### src/mbrs_pkg.sv
`default_nettype none
package mbrs_pkg;
  // =====================================================
  // array geometry
  localparam int        NUM_BLOCKS     = 15;
  localparam int        ROWS_PER_BLOCK = 72;
  localparam int        NUM_ROWS       = 1080;
  localparam int        ROW_PIXELS     = 1920;
  localparam int        HIDDEN_PIXELS  = 64;
  localparam int        NUM_DRIVERS    = 2;
  localparam logic [3:0] BLOCKS_ON_A   = 4'h8;
  // =====================================================
  // timing
  localparam int        CLK_NS         = 25;
  localparam int        SETUP_NS       = 50;
  localparam int        STROBE_NS      = 100;
  localparam int        SETTLE_A_NS    = 2000;
  localparam int        SETTLE_B_NS    = 3000;
  localparam int        SER_HALF_NS    = 100;
  localparam int        INIT_MS        = 220;
  localparam logic [7:0] SETUP_CYC     = 8'((SETUP_NS + CLK_NS - 1) / CLK_NS);
  localparam logic [7:0] STROBE_CYC    = 8'((STROBE_NS + CLK_NS - 1) / CLK_NS);
  localparam logic [7:0] SETTLE_A_CYC  = 8'((SETTLE_A_NS + CLK_NS - 1) / CLK_NS);
  localparam logic [7:0] SETTLE_B_CYC  = 8'((SETTLE_B_NS + CLK_NS - 1) / CLK_NS);
  localparam logic [3:0] SER_HALF_CYC  = 4'((SER_HALF_NS + CLK_NS - 1) / CLK_NS);
  localparam int        INIT_CYC       = INIT_MS * 1000000 / CLK_NS;
  // =====================================================
  // encodings
  typedef enum logic [1:0] {MODE_SINGLE, MODE_DUAL, MODE_QUAD, MODE_GLOBAL} mbrs_mode_e;
  typedef enum logic [1:0] {CNT_ONE, CNT_TWO, CNT_FOUR, CNT_ALL} mbrs_count_e;
  typedef enum logic [1:0] {LVL_HOLD, LVL_OFFSET, LVL_PULSE} mbrs_level_e;
  typedef struct packed {
    logic       strobe;
    logic [1:0] countSel;
    logic [1:0] levelSel;
    logic [3:0] groupAddr;
  } mbrs_drv_s;
endpackage
`default_nettype wire

### src/mbrs_sequencer.sv
`timescale 1ns/1ps
`default_nettype none
// Notes on behaviour
// - driver serial port is full duplex, synchronous, one byte per transfer.
// - serial link uses select, clock, data out, data in and interrupt request.
// - each driver chip has its own active-low serial select.
// - each driver gets strobe, count select, level select and group address.
// - waveform order set by select lines, timed by strobe, chosen by array type.
// - direct pulse only after the group is fully loaded.
// - release pulse relaxes mirrors, waits for load, then latches.
// - array loads and resets as 15 blocks of 72 rows.
// - first and last 64 pixels of every row are not visible.
// - four reset modes: single, dual, quad and global.
// - single mode resets any one loaded block, any order.
// - dual mode pairs 0-1 through 12-13, block 14 alone.
// - quad mode groups 0-3, 4-7, 8-11 and 12-14.
// - global mode resets all blocks, whole array loaded first.
module mbrs_sequencer #(
  parameter int         INIT_CYCLES = mbrs_pkg::INIT_CYC,
  parameter logic [3:0] TYPE_FAST   = 4'h3, // arbitrary value
  parameter logic [3:0] TYPE_SLOW   = 4'h5  // arbitrary value
) (
  input  wire logic                        core_clk,
  input  wire logic                        rst_b,
  input  wire logic                        cmdValid,
  input  wire logic [1:0]                  blockCommandModeSelect,
  input  wire logic [3:0]                  blockAddressPointer,
  input  wire logic                        withRelease,
  output logic                             cmdAccepted,
  output logic                             cmdRejected,
  output logic                             resetActive,
  output logic                             initActive,
  input  wire logic [3:0]                  arrayType,
  input  wire logic                        rowWrite,
  input  wire logic [10:0]                 rowAddr,
  output logic [14:0]                      loadedMask,
  input  wire logic [10:0]                 pixelCol,
  output logic                             pixelVisible,
  input  wire logic                        serValid,
  input  wire logic                        serTarget,
  input  wire logic [7:0]                  serByte,
  output logic                             serReady,
  output logic [7:0]                       serRxByte,
  output logic                             serRxValid,
  output logic                             driverASerialSelect_n,
  output logic                             driverBSerialSelect_n,
  output logic                             driverSerialClock,
  output logic                             driverSerialDataIn,
  input  wire logic                        driverSerialDataOut,
  input  wire logic                        driverIrq,
  output logic                             driverIrqSeen,
  output mbrs_pkg::mbrs_drv_s [1:0]        drvCtl
);
  typedef enum logic [2:0] {ST_IDLE, ST_SETUP, ST_STROBE, ST_SETTLE, ST_WAIT} mbrs_state_e;

  mbrs_state_e         state;
  mbrs_state_e         next_state;
  logic [7:0]          timer;
  logic [7:0]          next_timer;
  logic [1:0]          step;
  logic [1:0]          next_step;
  logic [14:0]         grpMask;
  logic [1:0]          grpCount;
  logic [3:0]          grpFirst;
  logic                isRelease;
  logic [7:0]          settleCyc;
  logic [23:0]         initCnt;
  logic                serBusy;
  mbrs_pkg::mbrs_mode_e modeIn;
  logic [14:0]         newMask;
  logic [3:0]          newFirst;
  logic                newLoaded;
  logic                typeOk;
  logic                accept;
  logic                grpLoaded;
  logic [1:0]          stepLevel;
  logic [1:0]          lastStep;
  logic [1:0]          inDrv;
  logic [3:0]          drvAddr [2];

  // =====================================================
  // command decode
  assign modeIn = mbrs_pkg::mbrs_mode_e'(blockCommandModeSelect);

  genvar gi;
  generate
    for (gi = 0; gi < mbrs_pkg::NUM_BLOCKS; gi++) begin : g_grp
      localparam logic [3:0] IDX = 4'(gi);
      assign newMask[gi] = (modeIn == mbrs_pkg::MODE_SINGLE && IDX == blockAddressPointer)
        || (modeIn == mbrs_pkg::MODE_DUAL && IDX[3:1] == blockAddressPointer[3:1])
        || (modeIn == mbrs_pkg::MODE_QUAD && IDX[3:2] == blockAddressPointer[3:2])
        || modeIn == mbrs_pkg::MODE_GLOBAL;
    end
  endgenerate

  assign newFirst = modeIn == mbrs_pkg::MODE_SINGLE ? blockAddressPointer
                  : modeIn == mbrs_pkg::MODE_DUAL ? {blockAddressPointer[3:1], 1'b0}
                  : modeIn == mbrs_pkg::MODE_QUAD ? {blockAddressPointer[3:2], 2'b00}
                  : 4'h0;
  assign newLoaded = (loadedMask & newMask) == newMask;
  assign grpLoaded = (loadedMask & grpMask) == grpMask;
  assign typeOk    = arrayType == TYPE_FAST || arrayType == TYPE_SLOW;
  assign accept    = cmdValid && state == ST_IDLE && !initActive && typeOk
                   && newMask != 15'h0000 && (withRelease || newLoaded);
  assign cmdAccepted = accept;
  assign cmdRejected = cmdValid && !accept;

  // =====================================================
  // waveform step levels
  assign stepLevel = step == 2'd0 ? 2'(mbrs_pkg::LVL_PULSE)
                   : (step == 2'd1 && isRelease) ? 2'(mbrs_pkg::LVL_OFFSET)
                   : 2'(mbrs_pkg::LVL_HOLD);
  assign lastStep  = isRelease ? 2'd2 : 2'd1;

  // =====================================================
  // pulse sequencer
  always_comb begin
    next_state = state;
    next_step  = step;
    next_timer = timer != 8'h00 ? timer - 8'h01 : 8'h00;
    unique case (state)
      ST_IDLE: begin
        if (accept) begin
          next_state = ST_SETUP;
          next_timer = mbrs_pkg::SETUP_CYC;
          next_step  = 2'd0;
        end
      end
      ST_SETUP: begin
        if (timer == 8'h01) begin
          next_state = ST_STROBE;
          next_timer = mbrs_pkg::STROBE_CYC;
        end
      end
      ST_STROBE: begin
        if (timer == 8'h01) begin
          next_state = ST_SETTLE;
          next_timer = settleCyc;
        end
      end
      ST_SETTLE: begin
        if (timer == 8'h01) begin
          if (step == lastStep) begin
            next_state = ST_IDLE;
          end else begin
            next_step = step + 2'd1;
            if (isRelease && step == 2'd1) begin
              next_state = ST_WAIT;
            end else begin
              next_state = ST_SETUP;
              next_timer = mbrs_pkg::SETUP_CYC;
            end
          end
        end
      end
      ST_WAIT: begin
        if (grpLoaded) begin
          next_state = ST_SETUP;
          next_timer = mbrs_pkg::SETUP_CYC;
        end
      end
    endcase
  end

  always_ff @(posedge core_clk or negedge rst_b) begin
    if (!rst_b) begin
      state       <= ST_IDLE;
      timer       <= 8'h00;
      step        <= 2'd0;
      resetActive <= 1'b0;
    end else begin
      state       <= next_state;
      timer       <= next_timer;
      step        <= next_step;
      resetActive <= next_state != ST_IDLE;
    end
  end

  always_ff @(posedge core_clk or negedge rst_b) begin
    if (!rst_b) begin
      grpMask   <= 15'h0000;
      grpCount  <= 2'(mbrs_pkg::CNT_ONE);
      grpFirst  <= 4'h0;
      isRelease <= 1'b0;
      settleCyc <= mbrs_pkg::SETTLE_A_CYC;
    end else if (accept) begin
      grpMask   <= newMask;
      grpCount  <= blockCommandModeSelect;
      grpFirst  <= newFirst;
      isRelease <= withRelease;
      settleCyc <= arrayType == TYPE_FAST ? mbrs_pkg::SETTLE_A_CYC
                                          : mbrs_pkg::SETTLE_B_CYC;
    end
  end

  // =====================================================
  // driver control lines, one registered set per chip
  assign inDrv[0]   = |grpMask[7:0];
  assign inDrv[1]   = |grpMask[14:8];
  assign drvAddr[0] = grpFirst;
  assign drvAddr[1] = grpFirst >= mbrs_pkg::BLOCKS_ON_A
                    ? grpFirst - mbrs_pkg::BLOCKS_ON_A : 4'h0;

  genvar gd;
  generate
    for (gd = 0; gd < mbrs_pkg::NUM_DRIVERS; gd++) begin : g_drv
      always_ff @(posedge core_clk or negedge rst_b) begin
        if (!rst_b) begin
          drvCtl[gd] <= '0;
        end else begin
          drvCtl[gd].strobe <= state == ST_STROBE && inDrv[gd];
          if (state == ST_SETUP && inDrv[gd]) begin
            drvCtl[gd].countSel  <= grpCount;
            drvCtl[gd].levelSel  <= stepLevel;
            drvCtl[gd].groupAddr <= drvAddr[gd];
          end
        end
      end

      property p_stable;
        @(posedge core_clk) disable iff (!rst_b)
          drvCtl[gd].strobe |-> $stable(drvCtl[gd][7:0]);
      endproperty
      a_stable: assert property (p_stable) else $error("driver lines moved during strobe");

      property p_width;
        @(posedge core_clk) disable iff (!rst_b)
          $rose(drvCtl[gd].strobe) |-> drvCtl[gd].strobe [*4] ##1 !drvCtl[gd].strobe;
      endproperty
      a_width: assert property (p_width) else $error("strobe width wrong");
    end
  endgenerate

  // =====================================================
  // load tracking, init, visibility, serial port
  mbrs_load_tracker u_load (
    .core_clk   (core_clk),
    .rst_b      (rst_b),
    .rowWrite   (rowWrite),
    .rowAddr    (rowAddr),
    .clearMask  (accept ? newMask : 15'h0000),
    .loadedMask (loadedMask)
  );

  always_ff @(posedge core_clk or negedge rst_b) begin
    if (!rst_b) begin
      initActive    <= 1'b1;
      initCnt       <= 24'h000000;
      pixelVisible  <= 1'b0;
      driverIrqSeen <= 1'b0;
    end else begin
      if (initActive) begin
        initCnt <= initCnt + 24'h000001;
        if (initCnt == 24'(INIT_CYCLES - 1)) begin
          initActive <= 1'b0;
        end
      end
      pixelVisible  <= pixelCol >= 11'(mbrs_pkg::HIDDEN_PIXELS)
        && pixelCol < 11'(mbrs_pkg::ROW_PIXELS - mbrs_pkg::HIDDEN_PIXELS);
      driverIrqSeen <= driverIrq;
    end
  end

  assign serReady = !serBusy;

  mbrs_serial_port u_ser (
    .core_clk (core_clk),
    .rst_b    (rst_b),
    .start    (serValid && !serBusy),
    .target   (serTarget),
    .txByte   (serByte),
    .busy     (serBusy),
    .rxByte   (serRxByte),
    .rxValid  (serRxValid),
    .selA_n   (driverASerialSelect_n),
    .selB_n   (driverBSerialSelect_n),
    .sclk     (driverSerialClock),
    .sdo      (driverSerialDataIn),
    .sdi      (driverSerialDataOut)
  );

  // =====================================================
  // checks
  property p_direct_loaded;
    @(posedge core_clk) disable iff (!rst_b)
      cmdValid && !withRelease && modeIn == mbrs_pkg::MODE_SINGLE
        && (loadedMask & 15'(1 << blockAddressPointer)) == 15'h0000 |-> cmdRejected;
  endproperty
  a_direct_loaded: assert property (p_direct_loaded) else $error("direct pulse unloaded");

  property p_active_span;
    @(posedge core_clk) disable iff (!rst_b)
      cmdAccepted |=> resetActive [*8];
  endproperty
  a_active_span: assert property (p_active_span) else $error("reset active dropped");

  property p_release_wait;
    @(posedge core_clk) disable iff (!rst_b)
      state == ST_WAIT && !grpLoaded |=> state == ST_WAIT && !drvCtl[0].strobe;
  endproperty
  a_release_wait: assert property (p_release_wait) else $error("latched before load");

  property p_hidden;
    @(posedge core_clk) disable iff (!rst_b)
      pixelCol < 11'd64 || pixelCol >= 11'd1856 |=> !pixelVisible;
  endproperty
  a_hidden: assert property (p_hidden) else $error("hidden pixel shown");

  property p_dual_last;
    @(posedge core_clk) disable iff (!rst_b)
      cmdAccepted && modeIn == mbrs_pkg::MODE_DUAL && blockAddressPointer == 4'hE
        |=> grpMask == 15'h4000;
  endproperty
  a_dual_last: assert property (p_dual_last) else $error("dual group 14 wrong");

  property p_quad_last;
    @(posedge core_clk) disable iff (!rst_b)
      cmdAccepted && modeIn == mbrs_pkg::MODE_QUAD && blockAddressPointer[3:2] == 2'b11
        |=> grpMask == 15'h7000 && grpFirst == 4'hC;
  endproperty
  a_quad_last: assert property (p_quad_last) else $error("quad group 12-14 wrong");

  property p_init_block;
    @(posedge core_clk) disable iff (!rst_b)
      initActive |-> !cmdAccepted;
  endproperty
  a_init_block: assert property (p_init_block) else $error("command during init");
endmodule
`default_nettype wire

### src/mbrs_serial_port.sv
`timescale 1ns/1ps
`default_nettype none
module mbrs_serial_port (
  input  wire logic       core_clk,
  input  wire logic       rst_b,
  input  wire logic       start,
  input  wire logic       target,
  input  wire logic [7:0] txByte,
  output logic            busy,
  output logic [7:0]      rxByte,
  output logic            rxValid,
  output logic            selA_n,
  output logic            selB_n,
  output logic            sclk,
  output logic            sdo,
  input  wire logic       sdi
);
  logic       active;
  logic       tgt;
  logic [7:0] shiftOut;
  logic [7:0] shiftIn;
  logic [2:0] bitCnt;
  logic [3:0] divCnt;
  wire        halfDone = divCnt == mbrs_pkg::SER_HALF_CYC - 4'h1;

  // =====================================================
  // byte shifter, full duplex
  always_ff @(posedge core_clk or negedge rst_b) begin
    if (!rst_b) begin
      active   <= 1'b0;
      tgt      <= 1'b0;
      shiftOut <= 8'h00;
      shiftIn  <= 8'h00;
      bitCnt   <= 3'h0;
      divCnt   <= 4'h0;
      sclk     <= 1'b0;
      rxByte   <= 8'h00;
      rxValid  <= 1'b0;
    end else begin
      rxValid <= 1'b0;
      if (!active) begin
        if (start) begin
          active   <= 1'b1;
          tgt      <= target;
          shiftOut <= txByte;
          bitCnt   <= 3'h0;
          divCnt   <= 4'h0;
        end
      end else if (!halfDone) begin
        divCnt <= divCnt + 4'h1;
      end else begin
        divCnt <= 4'h0;
        sclk   <= ~sclk;
        if (!sclk) begin
          shiftIn <= {shiftIn[6:0], sdi};
        end else begin
          shiftOut <= {shiftOut[6:0], 1'b0};
          bitCnt   <= bitCnt + 3'h1;
          if (bitCnt == 3'h7) begin
            active  <= 1'b0;
            rxByte  <= shiftIn;
            rxValid <= 1'b1;
          end
        end
      end
    end
  end

  assign busy   = active;
  assign selA_n = !(active && !tgt);
  assign selB_n = !(active && tgt);
  assign sdo    = shiftOut[7];

  property p_sel_one;
    @(posedge core_clk) disable iff (!rst_b)
      start && !busy |=> (tgt ? !selB_n && selA_n : !selA_n && selB_n) [*8];
  endproperty
  a_sel_one: assert property (p_sel_one) else $error("wrong driver selected");
endmodule
`default_nettype wire

### src/mbrs_load_tracker.sv
`timescale 1ns/1ps
`default_nettype none
module mbrs_load_tracker (
  input  wire logic        core_clk,
  input  wire logic        rst_b,
  input  wire logic        rowWrite,
  input  wire logic [10:0] rowAddr,
  input  wire logic [14:0] clearMask,
  output logic [14:0]      loadedMask
);
  // =====================================================
  // rows written per block since its last reset
  genvar gb;
  generate
    for (gb = 0; gb < mbrs_pkg::NUM_BLOCKS; gb++) begin : g_blk
      localparam logic [10:0] LO = 11'(gb * mbrs_pkg::ROWS_PER_BLOCK);
      localparam logic [10:0] HI = 11'(gb * mbrs_pkg::ROWS_PER_BLOCK
                                       + mbrs_pkg::ROWS_PER_BLOCK - 1);
      localparam logic [6:0]  FULL = 7'(mbrs_pkg::ROWS_PER_BLOCK);
      logic [6:0] rowCnt;
      wire        hit = rowWrite && rowAddr >= LO && rowAddr <= HI;
      always_ff @(posedge core_clk or negedge rst_b) begin
        if (!rst_b) begin
          rowCnt <= 7'h00;
        end else if (clearMask[gb]) begin
          rowCnt <= hit ? 7'h01 : 7'h00;
        end else if (hit && rowCnt != FULL) begin
          rowCnt <= rowCnt + 7'h01;
        end
      end
      assign loadedMask[gb] = rowCnt == FULL;

      property p_clear;
        @(posedge core_clk) disable iff (!rst_b)
          clearMask[gb] |=> !loadedMask[gb];
      endproperty
      a_clear: assert property (p_clear) else $error("block still loaded after reset");
    end
  endgenerate
endmodule
`default_nettype wire

### config.mk
export PLATFORM = sky130hd
export DESIGN_NAME = mbrs_sequencer
export DESIGN_NICKNAME = d
export VERILOG_FILES = /design/src/mbrs_pkg.sv /design/src/mbrs_sequencer.sv /design/src/mbrs_serial_port.sv /design/src/mbrs_load_tracker.sv
export SDC_FILE = /design/constraint.sdc
export NUM_CORES = 1
export LEC_CHECK = 0
export BUFFER_PORTS_ARGS = -buffer_cell sky130_fd_sc_hd__buf_2
export CORE_MARGIN = 3
export CORE_UTILIZATION = 28
export CTS_CLUSTER_DIAMETER = 80
export CTS_CLUSTER_SIZE = 12
export DETAILED_ROUTE_END_ITERATION = 7
export GPL_TIMING_DRIVEN = 1
export PLACE_DENSITY = 0.44
export SKIP_LAST_GASP = 1
export SYNTH_ARGS = -nofsm -noshare
export SYNTH_HDL_FRONTEND = slang
export SYNTH_HIERARCHICAL = 1
export SYNTH_SLANG_ARGS = --single-unit
### constraint.sdc
create_clock -name core_clk -period 2.8 [get_ports core_clk]
set_input_delay 0.28 -clock core_clk [delete_from_list [all_inputs] [get_ports core_clk]]
set_output_delay 0.28 -clock core_clk [all_outputs]
set_load 0.005 [all_outputs]
# Yosys cells after proc, flatten, opt, wreduce, memory -nomap -nowiden

Index checks and enable logic that the tools add are counted.

$add $sub $neg: 21
$lt $le $gt $ge: 33
Equality and inequality tests: 76
Muxes and demuxes: 97
Bitwise logic cells: 4
Reductions and logical operators: 174

Operators by type and width:

| operator                | number |
|---|---|
| $mux W7                 | 30 |
| $add A7 B1 Y7 const B   | 15 |
| $eq A7 B7 Y1 const B    | 15 |
| $ne A7 B7 Y1 const B    | 15 |
| $mux W8                 | 12 |
| $logic_and A1 B1 Y1     | 87 |
| $ge A11 B10 Y1 const B  | 7 |
| $le A11 B10 Y1 const B  | 7 |
| $logic_or A1 B1 Y1      | 47 |
| $ge A11 B9 Y1 const B   | 4 |
| $le A11 B9 Y1 const B   | 4 |
| $pmux W8 S5             | 1 |
| $reduce_bool A2 Y1      | 17 |
| $mux W3                 | 11 |
| $and A15 B15 Y15        | 2 |
| $eq A15 B15 Y1          | 2 |
| $eq A4 B4 Y1 const A    | 7 |
| $mux W4                 | 7 |
| $mux W1                 | 27 |
| $add A24 B1 Y24 const B | 1 |
| $eq A24 B24 Y1 const B  | 1 |
| $ge A11 B7 Y1 const B   | 2 |
| $ge A11 B8 Y1 const B   | 2 |
| $le A11 B8 Y1 const B   | 2 |
| other kinds (47)        | 80 |

Flip-flop bits (word level): 229
Input bits: 49
Output and inout bits: 53
Word-level logic and storage cells: 450

# Longest topological paths before layout

Gate-level depths: netlist of the first run.

Depth in word-level cells: 12
Depth in mapped cells: 17
Gate-level depth less buffers: 15

# Hierarchy

The synthesis of the first run kept the hierarchy.

Modules (own cells, without submodules):

| module            | instances | cells an instance | area an instance (um2) | seq. area each (um2) |
|---|---|---|---|---|
| mbrs_load_tracker | 1         | 744               | 6680.2                 | 2627.5 |
| mbrs_sequencer    | 1         | 449               | 4564.4                 | 2053.2 |
| mbrs_serial_port  | 1         | 111               | 1534.0                 | 875.8 |

# Worst setup path before layout of the first run

No wires, ideal clock.

Kind: flip-flop to flip-flop
Start: reg u_load.g_blk[12].rowCnt[0]
End: reg u_load.g_blk[13].rowCnt[2]
Library setup time: 0.125 ns
Data arrival time: 3.111 ns
Required time: 2.675 ns
Slack: -0.436 ns
Cell stages (with the launch flop): 15
Path buffers: 2
Period minus slack after synthesis: 3.236 ns
Cell sequence: dfrtp_1 -> inv_1 -> ha_1 -> nand4b_1 -> nor3_1 -> o21a_1 -> o22ai_1 -> a2111oi_0 -> and3_1 -> o21ai_4 -> buf_2 -> nor3_1 -> clkbuf_1 -> nor2_1 -> mux2_2

Word-level cells in the longest chain between the ends: 7
Elaborated cells on any way between the ends: 8
Those cells by class: eq/ne: 2; mux: 2; bitwise: 1; reduce/logical: 3

RTL lines:

| item                                                 | RTL line                | source |
|---|---|---|
| from (decl)                                          | mbrs_load_tracker.sv:20 | `logic [6:0] rowCnt;` |
| from (signal assigned)                               | mbrs_load_tracker.sv:26 | `rowCnt <= hit ? 7'h01 : 7'h00;` |
| from (signal assigned)                               | mbrs_load_tracker.sv:28 | `rowCnt <= rowCnt + 7'h01;` |
| $eq A7 B7 Y1 *                                       | mbrs_load_tracker.sv:31 | `assign loadedMask[gb] = rowCnt == FULL;` |
| named net loadedMask[12]                             | mbrs_sequencer.sv:36    | `output logic [14:0] loadedMask,` |
| $and A15 B15 Y15 *                                   | mbrs_sequencer.sv:100   | `assign newLoaded = (loadedMask & newMask) == newMask;` |
| $eq A15 B15 Y1 *                                     | mbrs_sequencer.sv:100   |  |
| $logic_or A1 B1 Y1 *                                 | mbrs_sequencer.sv:104   | `&& newMask != 15'h0000 && (withRelease \|\| newLoaded);` |
| $logic_and A1 B1 Y1 *                                | mbrs_sequencer.sv:104   |  |
| $mux W15 *                                           | mbrs_sequencer.sv:241   | `.clearMask (accept ? newMask : 15'h0000),` |
| $mux W7 / $reduce_bool A2 Y1 (equally long branches) | n/a                     |  |
| to (signal assigned)                                 | mbrs_load_tracker.sv:26 |  |
| to (signal assigned)                                 | mbrs_load_tracker.sv:28 |  |
| to (decl)                                            | mbrs_load_tracker.sv:20 |  |

Mark *: on every way through the listed nets, which the timed path passes. The rest lies on a longest branch.
A chain may end at the register's enable or synchronous reset.

# Worst setup path after layout of the first run

Start: reg u_load.g_blk[3].rowCnt[2]
End: out cmdRejected

Word-level cells in the longest chain between the ends: 7

RTL lines:

| item                   | RTL line                | source |
|---|---|---|
| from (decl)            | mbrs_load_tracker.sv:20 |  |
| from (signal assigned) | mbrs_load_tracker.sv:26 |  |
| from (signal assigned) | mbrs_load_tracker.sv:28 |  |
| $eq A7 B7 Y1           | mbrs_load_tracker.sv:31 |  |
| $and A15 B15 Y15       | mbrs_sequencer.sv:100   |  |
| $eq A15 B15 Y1         | mbrs_sequencer.sv:100   |  |
| $logic_or A1 B1 Y1     | mbrs_sequencer.sv:104   |  |
| $logic_and A1 B1 Y1    | mbrs_sequencer.sv:104   |  |
| $logic_not A1 Y1       | mbrs_sequencer.sv:106   | `assign cmdRejected = cmdValid && !accept;` |
| $logic_and A1 B1 Y1    | mbrs_sequencer.sv:106   |  |
| to (decl)              | mbrs_sequencer.sv:30    | `output logic cmdRejected,` |

Every way passes these cells.

==> results.json, run 1 <==
{
  "rsz0062_at_grt": "true",
  "period_needed_ns": 3.11,
  "async_flop_share": 1.00,
  "gr-usage-met3": 0.0215,
  "grt-busiest-layer": "met2",
  "path_clk_slew_ns": 0.06,
  "cts_root_buffer": "clkbuf_16",
  "clockBufferDepth": 3,
  "yosysWarnings": 6,
  "power_density_nw_per_um2": 515,
  "htreeDepth": 1,
  "dp_hpwl_mm": 25.8,
  "synth_ff_type": "dfrtp_1",
  "final_cells": 2208,
  "drive_above_1_share": 0.342,
  "total_power_uw": 8720,
  "ys_ff_latch": 222,
  "drcViolationCount": 0,
  "grt_pass1_vias": 10553,
  "antenna_found_initial": 2,
  "required_ns": 2.52,
  "setup_slack_ns": -0.312,
  "cts_made_buffers": 24,
  "final_cell_mix": "dfrtp_1 (221), buf_4 (196), buf_2 (90), nor2_1 (76), a21oi_1 (68)",
  "hold_path.class": "in -> reg",
  "firstDrtPassIters": 5,
  "critPathLaunchType": "flop",
  "pin_count": 102,
  "grt_start_max_net_pins": 77,
  "finalHoldViolations": 0,
  "arrival_ns": 2.83,
  "grt_overflow": 0,
  "crit_type": "reg -> out",
  "violations": "negative setup slack",
  "setup_viol_count_final": 73,
  "dr_total_vias": 10851,
  "rows": 77,
  "multi_input_area_sq_um": 7130,
  "rr_worst_depth": 18,
  "regToRegStartpoint": "u_load/g_blk[3].rowCnt[2]$_DFFE_PN0P_",
  "nFillCells": 4478,
  "hold_path_depth": 3,
  "r2r_slack_ns": -0.27,
  "io_buffers": 92,
  "core_sq_um": 44600,
  "grtUsageMet2": 0.236,
  "ys_seq_area_frac": 0.435,
  "leakage_uw": 0.00764,
  "slew_violations": 0,
  "syn-cell-area_sq_um": 12800,
  "detail-route-antenna-nets": 0,
  "slew_headroom": 0.209,
  "end_kind": "primary output",
  "r2r_end": "u_load/g_blk[8].rowCnt[6]$_DFFE_PN0P_",
  "fp.dieArea_sq_um": 48200,
  "min_from": "serByte[0]",
  "cap_viol_max_count": 0,
  "seqCellArea_sq_um": 5560,
  "outcome": "finished with violations",
  "syn_nets": 1391,
  "synthDistinctLibCells": 87,
  "cts.sinks": 222,
  "viasPerCell": 4.91,
  "crit_fanout": 3,
  "wl_per_cell_um": 16.0,
  "clock_latency_ns": 0.54,
  "layout_commonest_cell": "dfrtp_1",
  "hold_end": "u_ser/shiftOut[0]$_DFFE_PN0P_",
  "final_nets": 1686,
  "fmax_mhz": 321,
  "worst_slew_pin_slew_ns": 1.18,
  "die_x_um": 220,
  "vdd_ir_drop_max_uv": 333,
  "dieHeight_um": 220,
  "gr-usage-met1": 0.203,
  "tns_ns": -8.49,
  "avgSynthCellArea_sq_um": 9.80,
  "drt_iter0_markers": 495,
  "area_growth_pct": 32.5,
  "grt_pass1_wl_mm": 56.9,
  "place_congestion": 0.810,
  "dp_cells": 2124,
  "fin_crit_sh": 1.11,
  "finClkSkew_ns": 0.0235,
  "final_core_utilization": 0.380,
  "start_util": 0.286,
  "holdWs_ns": 0.0434,
  "synthCells": 1304,
  "tritoncts": "yes",
  "synth_edf_count": 0,
  "grt_use_total": 0.145,
  "wl_mm": 35.3
}
-- cells in the mapped netlist, types with 21 or more instances --
cell,instances,area [sq um]
inv_1,68,255
nand2b_1,38,238
nor2_1,80,300
nand2_1,61,229
clkbuf_1,37,139
or4_1,40,300
xnor2_1,28,245
mux2_4,29,435
nor2b_1,37,231
ha_1,38,475
nand4_1,21,131
a21oi_1,91,455
or3_1,23,144
o21ai_0,44,220
nor4b_1,23,201
nand3_1,59,295
o31ai_1,34,255
dfrtp_1,221,5530
nor3_1,46,230
mux2_2,40,450
-- layout make-up --
class,count,share of cell area
diodes,1,0.000148
clock buffers,36,0.0387
clock inverters,6,0.00318
inverters,70,0.0155
multi-input cells,947,0.421
flip-flops and latches,222,0.328
well taps,592,0.0437
repair buffers,334,0.150
-- kinds of logic after synthesis --
| logic type | synth area share |
|---|---|
| DFF | 0.435 |
| adders and majority gates | 0.0372 |
| xor gates and xnor gates | 0.0247 |
| AOI/OAI and AO/OA | 0.147 |
| and+or+nand+nor | 0.237 |
| buffers and inverters | 0.0447 |
| muxes | 0.0741 |
-- registers in the layout, summed over array words and instances, names as in the netlist, 2 cells and up --
name,count
drvCtl,18
grpCount,2
grpFirst,4
grpMask,15
initCnt,24
state,3
step,2
timer,8
u_load/g_blk.rowCnt,105
u_ser/bitCnt,3
u_ser/divCnt,4
u_ser/rxByte,8
u_ser/shiftIn,8
u_ser/shiftOut,8
-- how the worst max path moves through the flow --
stage | startpoint | endpoint
global route | u_load/g_blk[11].rowCnt[5]$_DFFE_PN0P_ | cmdAccepted
global placement | u_load/g_blk[3].rowCnt[0]$_DFFE_PN0P_ | u_load/g_blk[1].rowCnt[1]$_DFFE_PN0P_
finish | u_load/g_blk[3].rowCnt[2]$_DFFE_PN0P_ | cmdRejected
CTS | u_load/g_blk[13].rowCnt[4]$_DFFE_PN0P_ | cmdAccepted
detailed placement | u_load/g_blk[3].rowCnt[0]$_DFFE_PN0P_ | u_load/g_blk[1].rowCnt[1]$_DFFE_PN0P_
floorplan | u_load/g_blk[13].rowCnt[2]$_DFFE_PN0P_ | u_load/g_blk[13].rowCnt[2]$_DFFE_PN0P_
-- timing repair --
action,4_1_cts,5_1_grt
buffers inserted,16,22
hold endpoints to repair,72,0
cloned,1,1
gates resized for setup,49,86
endpoints found under the setup margin,118,132
hold buffers,5,0
pin swaps,17,23
-- per-layer routing --
metal / part of all wire / vias to the layer above
met5: 0.00048 / -
met4: 0.017 / 2
met3: 0.033 / 34
met2: 0.47 / 147
met1: 0.48 / 5280
li1: - / 5388
-- worst max-delay path, cell delays in order, from the launching register on --
cell and delay (ns):
dfrtp_1 0.39, nor4b_2 0.32, nand3_2 0.12, inv_2 0.11, mux2i_1 0.08, nor3_1 0.18, a2111oi_2 0.07, buf_4 0.15
nor3_2 0.10, and3_4 0.22, o21ai_4 0.06, buf_8 0.14, buf_6 0.12, and2_4 0.13, buf_6 0.11
-- metrics by stage --
stage	instance area [sq um]	worst slack, ns
after global placement	15300	-0.257
after detailed placement	15300	-0.327
after floorplan	12900	-0.117
after global routing	16900	-0.511
after CTS	16400	-0.436
final	16900	-0.312
-- report_power, final --
group,internal (uW),switching [uW]
logic,981,922
registers,3560,251
clock network,1630,1380
total,6170,2550
Power figures use the tool's default switching activity.
==> run 2, diff against run 1 <==
--- a/config.mk
+++ b/config.mk
@@ -8,6 +8,7 @@
 export BUFFER_PORTS_ARGS = -buffer_cell sky130_fd_sc_hd__buf_2
 export CORE_MARGIN = 3
 export CORE_UTILIZATION = 28
+export CTS_BUF_LIST = sky130_fd_sc_hd__clkbuf_16
 export CTS_CLUSTER_DIAMETER = 80
 export CTS_CLUSTER_SIZE = 12
 export DETAILED_ROUTE_END_ITERATION = 7
==> run 2 against run 1 <==
The flow still finishes with violations (negative setup slack). Maximum frequency hardly changed. Critical path type unchanged. Power is 0.46% lower. Combinational power about the same. Clock-buffer cell count is 12 lower. Worst hold slack worse by 0.0027 ns. First-iteration DRC count down 5.1%. Utilization is 0.098 points lower. Largest power group unchanged. Flip-flop and latch count did not move.
==> results.json, run 2 (same netlist as run 1, synthesis figures left out) <==
{
  "setup_viol_count_final": 50,
  "path_clk_slew_ns": 0.07,
  "dr_total_vias": 10823,
  "cts_made_buffers": 24,
  "rr_worst_depth": 16,
  "grt_use_total": 0.145,
  "crit_fanout": 3,
  "vdd_ir_drop_max_uv": 333,
  "dp_hpwl_mm": 25.8,
  "nFillCells": 4485,
  "die_x_um": 220,
  "r2r_end": "u_load/g_blk[8].rowCnt[2]$_DFFE_PN0P_",
  "total_power_uw": 8680,
  "pin_count": 102,
  "fp.dieArea_sq_um": 48200,
  "wl_per_cell_um": 16.0,
  "arrival_ns": 2.83,
  "critPathTopFamily": "simple AND/OR/NAND/NOR gates",
  "clockBufferDepth": 3,
  "cts.sinks": 222,
  "path_cells": "nor4b_4 -> and3_4 -> mux2i_1 -> nor3_1 -> a2111oi_2 -> buf_4 -> nor3_2 -> and3_4 -> o21ai_4 -> buf_8 -> buf_6 -> and2_4 -> buf_6",
  "clock_latency_ns": 0.54,
  "slew_headroom": 0.230,
  "grt_pass1_vias": 10557,
  "viasPerCell": 4.91,
  "htreeDepth": 1,
  "slowest_delay_ns": 0.42,
  "period_needed_ns": 3.11,
  "critPathLaunchType": "flop",
  "slew_violations": 0,
  "violations": "negative setup slack",
  "slowest_stage": "dfrtp_1",
  "cts_root_buffer": "clkbuf_16",
  "final_cells": 2206,
  "worst_slew_pin_slew_ns": 1.15,
  "start_util": 0.286,
  "setup_slack_ns": -0.313,
  "holdWs_ns": 0.0408,
  "rows": 77,
  "place_congestion": 0.810,
  "finClkSkew_ns": 0.0214,
  "grt_start_max_net_pins": 77,
  "required_ns": 2.52,
  "final_cell_mix": "dfrtp_1 (221), buf_4 (195), buf_2 (90), nor2_1 (77)",
  "layout_commonest_cell": "dfrtp_1",
  "hold_end": "u_ser/shiftOut[0]$_DFFE_PN0P_",
  "regToRegStartpoint": "u_load/g_blk[2].rowCnt[2]$_DFFE_PN0P_",
  "hold_path.class": "in -> reg",
  "r2r_slack_ns": -0.18,
  "final_nets": 1683,
  "cp.buffers_inverters": 4,
  "largest_reg_flops": 105,
  "power_density_nw_per_um2": 514,
  "drt_iter0_markers": 470,
  "outcome": "finished with violations",
  "detail-route-antenna-nets": 0,
  "grt_overflow": 0,
  "top_register": "u_load/g_blk.rowCnt",
  "firstDrtPassIters": 5,
  "rsz0062_at_grt": "true",
  "crit_type": "reg -> out",
  "cap_viol_max_count": 0,
  "end_kind": "primary output",
  "min_from": "serByte[0]",
  "area_growth_pct": 32.2,
  "fin_crit_sh": 1.11,
  "grt_pass1_wl_mm": 56.9,
  "tritoncts": "yes",
  "fmax_mhz": 321,
  "hold_path_depth": 3,
  "leakage_uw": 0.00765,
  "wl_mm": 35.3,
  "dp_cells": 2124,
  "finalHoldViolations": 0,
  "drcViolationCount": 0,
  "io_buffers": 92,
  "dieHeight_um": 220,
  "core_sq_um": 44600,
  "largestRegisters": "u_load/g_blk.rowCnt: 105 flops, initCnt: 24 flops, drvCtl: 18 flops",
  "antenna_found_initial": 2,
  "drive_above_1_share": 0.336
}
run 2: stage by stage:
step	utilization	cell area, sq um	setup slack (ns)	TNS (ns)
finish	0.379	16900	-0.313	-3.82
global route	0.379	16900	-0.511	-21.85
CTS	0.367	16400	-0.436	-7.38
detailed placement	0.343	15300	-0.327	-13.89
global placement	0.343	15300	-0.257	-5.76
floorplan	-	12900	-0.117	-1.57
run 2: routing by layer:
metal | wire (um) | up-vias | track usage
met2 | 16600 | 135 | 0.236
met4 | 673 | 2 | 0.0352
met1 | 16900 | 5264 | 0.203
li1 | - | 5384 | -
met3 | 1120 | 38 | 0.0215
met5 | 17 | - | 0
run 2: how the worst max path moves through the flow:
stage,from,to,slack (ns),cells after the start
finish,u_load/g_blk[2].rowCnt[2]$_DFFE_PN0P_,cmdRejected,-0.31,13
global route,u_load/g_blk[11].rowCnt[5]$_DFFE_PN0P_,cmdAccepted,-0.51,14
CTS,u_load/g_blk[13].rowCnt[4]$_DFFE_PN0P_,cmdAccepted,-0.44,13
detailed placement,u_load/g_blk[3].rowCnt[0]$_DFFE_PN0P_,u_load/g_blk[1].rowCnt[1]$_DFFE_PN0P_,-0.33,17
global placement,u_load/g_blk[3].rowCnt[0]$_DFFE_PN0P_,u_load/g_blk[1].rowCnt[1]$_DFFE_PN0P_,-0.26,17
floorplan,u_load/g_blk[13].rowCnt[2]$_DFFE_PN0P_,u_load/g_blk[13].rowCnt[2]$_DFFE_PN0P_,-0.12,14
run 2: where the power goes:
group / internal [uW] / total [uW] / switching [uW]
registers: 3560 / 3810 / 254
logic: 990 / 1920 / 929
clock network: 1560 / 2950 / 1390
run 2: layout make-up:
| type | instances | area (sq um) | share of cell area |
|---|---|---|---|
| clock inverter | 18 | 98.8 | 0.00585 |
| sequential | 222 | 5560 | 0.329 |
| multi-input combinational | 947 | 7130 | 0.422 |
| tap | 592 | 741 | 0.0439 |
| inverter | 70 | 265 | 0.0157 |
| antenna | 2 | 5.00 | 0.000296 |
| clock buffer | 24 | 601 | 0.0356 |
| timing repair buffer | 331 | 2490 | 0.147 |
run 2: timing repair:
| action | in CTS | in global routing |
|---|---|---|
| gates resized for setup | 49 | 81 |
| gates cloned | 1 | 0 |
| hold buffers | 5 | 0 |
| setup buffers | 16 | 19 |
| endpoints found under the setup margin | 118 | 132 |
| hold endpoints to repair | 72 | 0 |
| pin swaps | 17 | 18 |
run 2: worst min-delay path: cells and delay by family:
family | cells | cell delay [ns]
and+or+nand+nor | 1 | 0.11
AOI/OAI and AO/OA | 1 | 0.09
buffers and inverters | 1 | 0.07
==> run 3, diff against run 2 <==
--- a/config.mk
+++ b/config.mk
@@ -7,13 +7,13 @@
 export LEC_CHECK = 0
 export BUFFER_PORTS_ARGS = -buffer_cell sky130_fd_sc_hd__buf_2
 export CORE_MARGIN = 3
-export CORE_UTILIZATION = 28
+export CORE_UTILIZATION = 35
 export CTS_BUF_LIST = sky130_fd_sc_hd__clkbuf_16
 export CTS_CLUSTER_DIAMETER = 80
 export CTS_CLUSTER_SIZE = 12
 export DETAILED_ROUTE_END_ITERATION = 7
 export GPL_TIMING_DRIVEN = 1
-export PLACE_DENSITY = 0.44
+export PLACE_DENSITY = 0.52
 export SKIP_LAST_GASP = 1
 export SYNTH_ARGS = -nofsm -noshare
 export SYNTH_HDL_FRONTEND = slang
==> run 3 against run 2 <==
Sequential share of layout area up 0.43 points. Final cell count decreased by 6.8%. Clock power down 3%. Critical path type unchanged. Critical endpoint unchanged. Non-clock buffer count fell by 13. The run still ends with negative setup slack left. Register-to-register slack hardly changed.
==> results.json, run 3 (same netlist as run 1, synthesis figures left out) <==
{
  "outcome": "finished with violations",
  "violations": "negative setup slack",
  "grt_pass1_wl_mm": 55.4,
  "top_register": "u_load/g_blk.rowCnt",
  "grt_pass1_vias": 10782,
  "crit_fanout": 4,
  "finClkSkew_ns": 0.0164,
  "dp_hpwl_mm": 24.1,
  "slew_headroom": 0.298,
  "final_nets": 1669,
  "clock_latency_ns": 0.53,
  "critPathLaunchType": "flop",
  "rows": 69,
  "n_antenna_cell": 0,
  "wl_mm": 33.9,
  "layout_commonest_cell": "dfrtp_1",
  "r2r_slack_ns": -0.19,
  "end_kind": "primary output",
  "setup_viol_count_final": 47,
  "final_core_utilization": 0.466,
  "largestRegisters": "u_load/g_blk.rowCnt: 105 flops, initCnt: 24 flops, drvCtl: 18 flops",
  "tritoncts": "yes",
  "worst_slew_pin_slew_ns": 1.05,
  "fp.dieArea_sq_um": 38800,
  "antenna_found_initial": 1,
  "detail-route-antenna-nets": 0,
  "finalHoldViolations": 0,
  "start_util": 0.358,
  "pin_count": 102,
  "power_density_nw_per_um2": 515,
  "period_needed_ns": 3.09,
  "cap_viol_max_count": 0,
  "rr_worst_depth": 14,
  "final_cell_mix": "dfrtp_1 (221), buf_4 (176), buf_2 (89), nor2_1 (78), inv_1 (72)",
  "grt_start_max_net_pins": 69,
  "firstDrtPassIters": 6,
  "die_x_um": 197,
  "total_power_uw": 8580,
  "vdd_ir_drop_max_uv": 376,
  "critPathLaunch": "u_load/g_blk[13].rowCnt[2]$_DFFE_PN0P_",
  "setup_slack_ns": -0.288,
  "drcViolationCount": 0,
  "wl_per_cell_um": 16.5,
  "drt_iter0_markers": 503,
  "place_congestion": 0.829,
  "cts_root_buffer": "clkbuf_16",
  "fmax_mhz": 324,
  "hold_path.class": "in -> reg",
  "path_clk_slew_ns": 0.06,
  "cts.sinks": 222,
  "cp-endpoint": "cmdRejected",
  "tns_ns": -3.29,
  "slew_violations": 0,
  "required_ns": 2.52,
  "io_buffers": 92,
  "grt_overflow": 0,
  "grt_use_total": 0.172,
  "regToRegStartpoint": "u_load/g_blk[3].rowCnt[0]$_DFFE_PN0P_",
  "crit_type": "reg -> out",
  "dr_total_vias": 10849,
  "leakage_uw": 0.00760,
  "area_growth_pct": 30.4,
  "clockBufferDepth": 3,
  "dieHeight_um": 197,
  "r2r_end": "u_load/g_blk[4].rowCnt[6]$_DFFE_PN0P_",
  "viasPerCell": 5.28,
  "arrival_ns": 2.81,
  "drive_above_1_share": 0.335,
  "largest_reg_flops": 105,
  "rsz0062_at_grt": "true",
  "core_sq_um": 35700,
  "htreeDepth": 1,
  "fin_crit_sh": 1.10,
  "cts_made_buffers": 23
}
-- run 3: cell type report --
cell class / instances / area [sq um]
timing repair buffer: 318 / 2410
clock buffer: 23 / 576
multi-input combinational: 947 / 7190
sequential: 222 / 5560
clock inverter: 15 / 93.8
tap: 461 / 577
inverter: 70 / 265
fill: 3447 / 19100
-- run 3: how the worst min path moves through the flow --
stage | from | to | slack [ns] | cells past startpoint
floorplan | rst_b | driverIrqSeen$_DFF_PN0_ | -0.02 | 0
global placement | rst_b | initCnt[4]$_DFFE_PN0P_ | 0.30 | 1
detailed placement | rst_b | drvCtl[12]$_DFFE_PN0P_ | 0.30 | 1
CTS | serByte[0] | u_ser/shiftOut[0]$_DFFE_PN0P_ | 0.03 | 3
global route | serByte[0] | u_ser/shiftOut[0]$_DFFE_PN0P_ | 0.06 | 3
finish | serByte[0] | u_ser/shiftOut[0]$_DFFE_PN0P_ | 0.06 | 3
-- run 3: timing repair --
| item | in CTS | in global routing |
|---|---|---|
| buffers inserted | 24 | 13 |
| endpoints found under the hold margin | 67 | 0 |
| endpoints found under the setup margin | 131 | 141 |
| hold buffers | 5 | 0 |
| gates resized for setup | 61 | 92 |
| pin swaps | 20 | 30 |
| cloned | 2 | 0 |
-- run 3: power breakdown --
group	leakage [uW]	internal (uW)	total (uW)	switching, uW
Sequential	0.00294	3560	3820	254
Combinational	0.00430	974	1890	918
Clock	0.000360	1570	2870	1300
Total	0.00760	6110	8580	2470
-- run 3: per-stage QoR --
stage / instances / instance area, sq um / worst slack, ns / hold slack, ns
2_1_floorplan: 1304 / 12900 / -0.117 / -0.0156
3_3_place_gp: 1983 / 15100 / -0.234 / 0.298
3_5_place_dp: 1983 / 15100 / -0.310 / 0.300
4_1_cts: 2051 / 16300 / -0.426 / 0.0337
5_1_grt: 2056 / 16700 / -0.429 / 0.0633
6_report: 2056 / 16700 / -0.288 / 0.0571
-- run 3: per-layer routing --
| layer | share of wire | vias to the layer above | global-route usage | wire length (um) |
|---|---|---|---|---|
| met5 | 0.00038 | - | 0 | 13 |
| met4 | 0.020 | 2 | 0.0425 | 663 |
| met3 | 0.037 | 39 | 0.0208 | 1250 |
| met2 | 0.47 | 153 | 0.287 | 15800 |
| met1 | 0.48 | 5319 | 0.239 | 16100 |
| li1 | - | 5336 | - | - |
-- run 3: critical path: stages, from the launching register on --
cell and delay, ns:
dfrtp_1 0.41, nor4b_4 0.28, and3_4 0.25, nand4bb_1 0.12
o221ai_2 0.08, o22ai_2 0.10, a2111oi_2 0.22, and3_4 0.27
o21ai_4 0.07, buf_6 0.14, buf_8 0.12, and2_4 0.13
buf_6 0.10
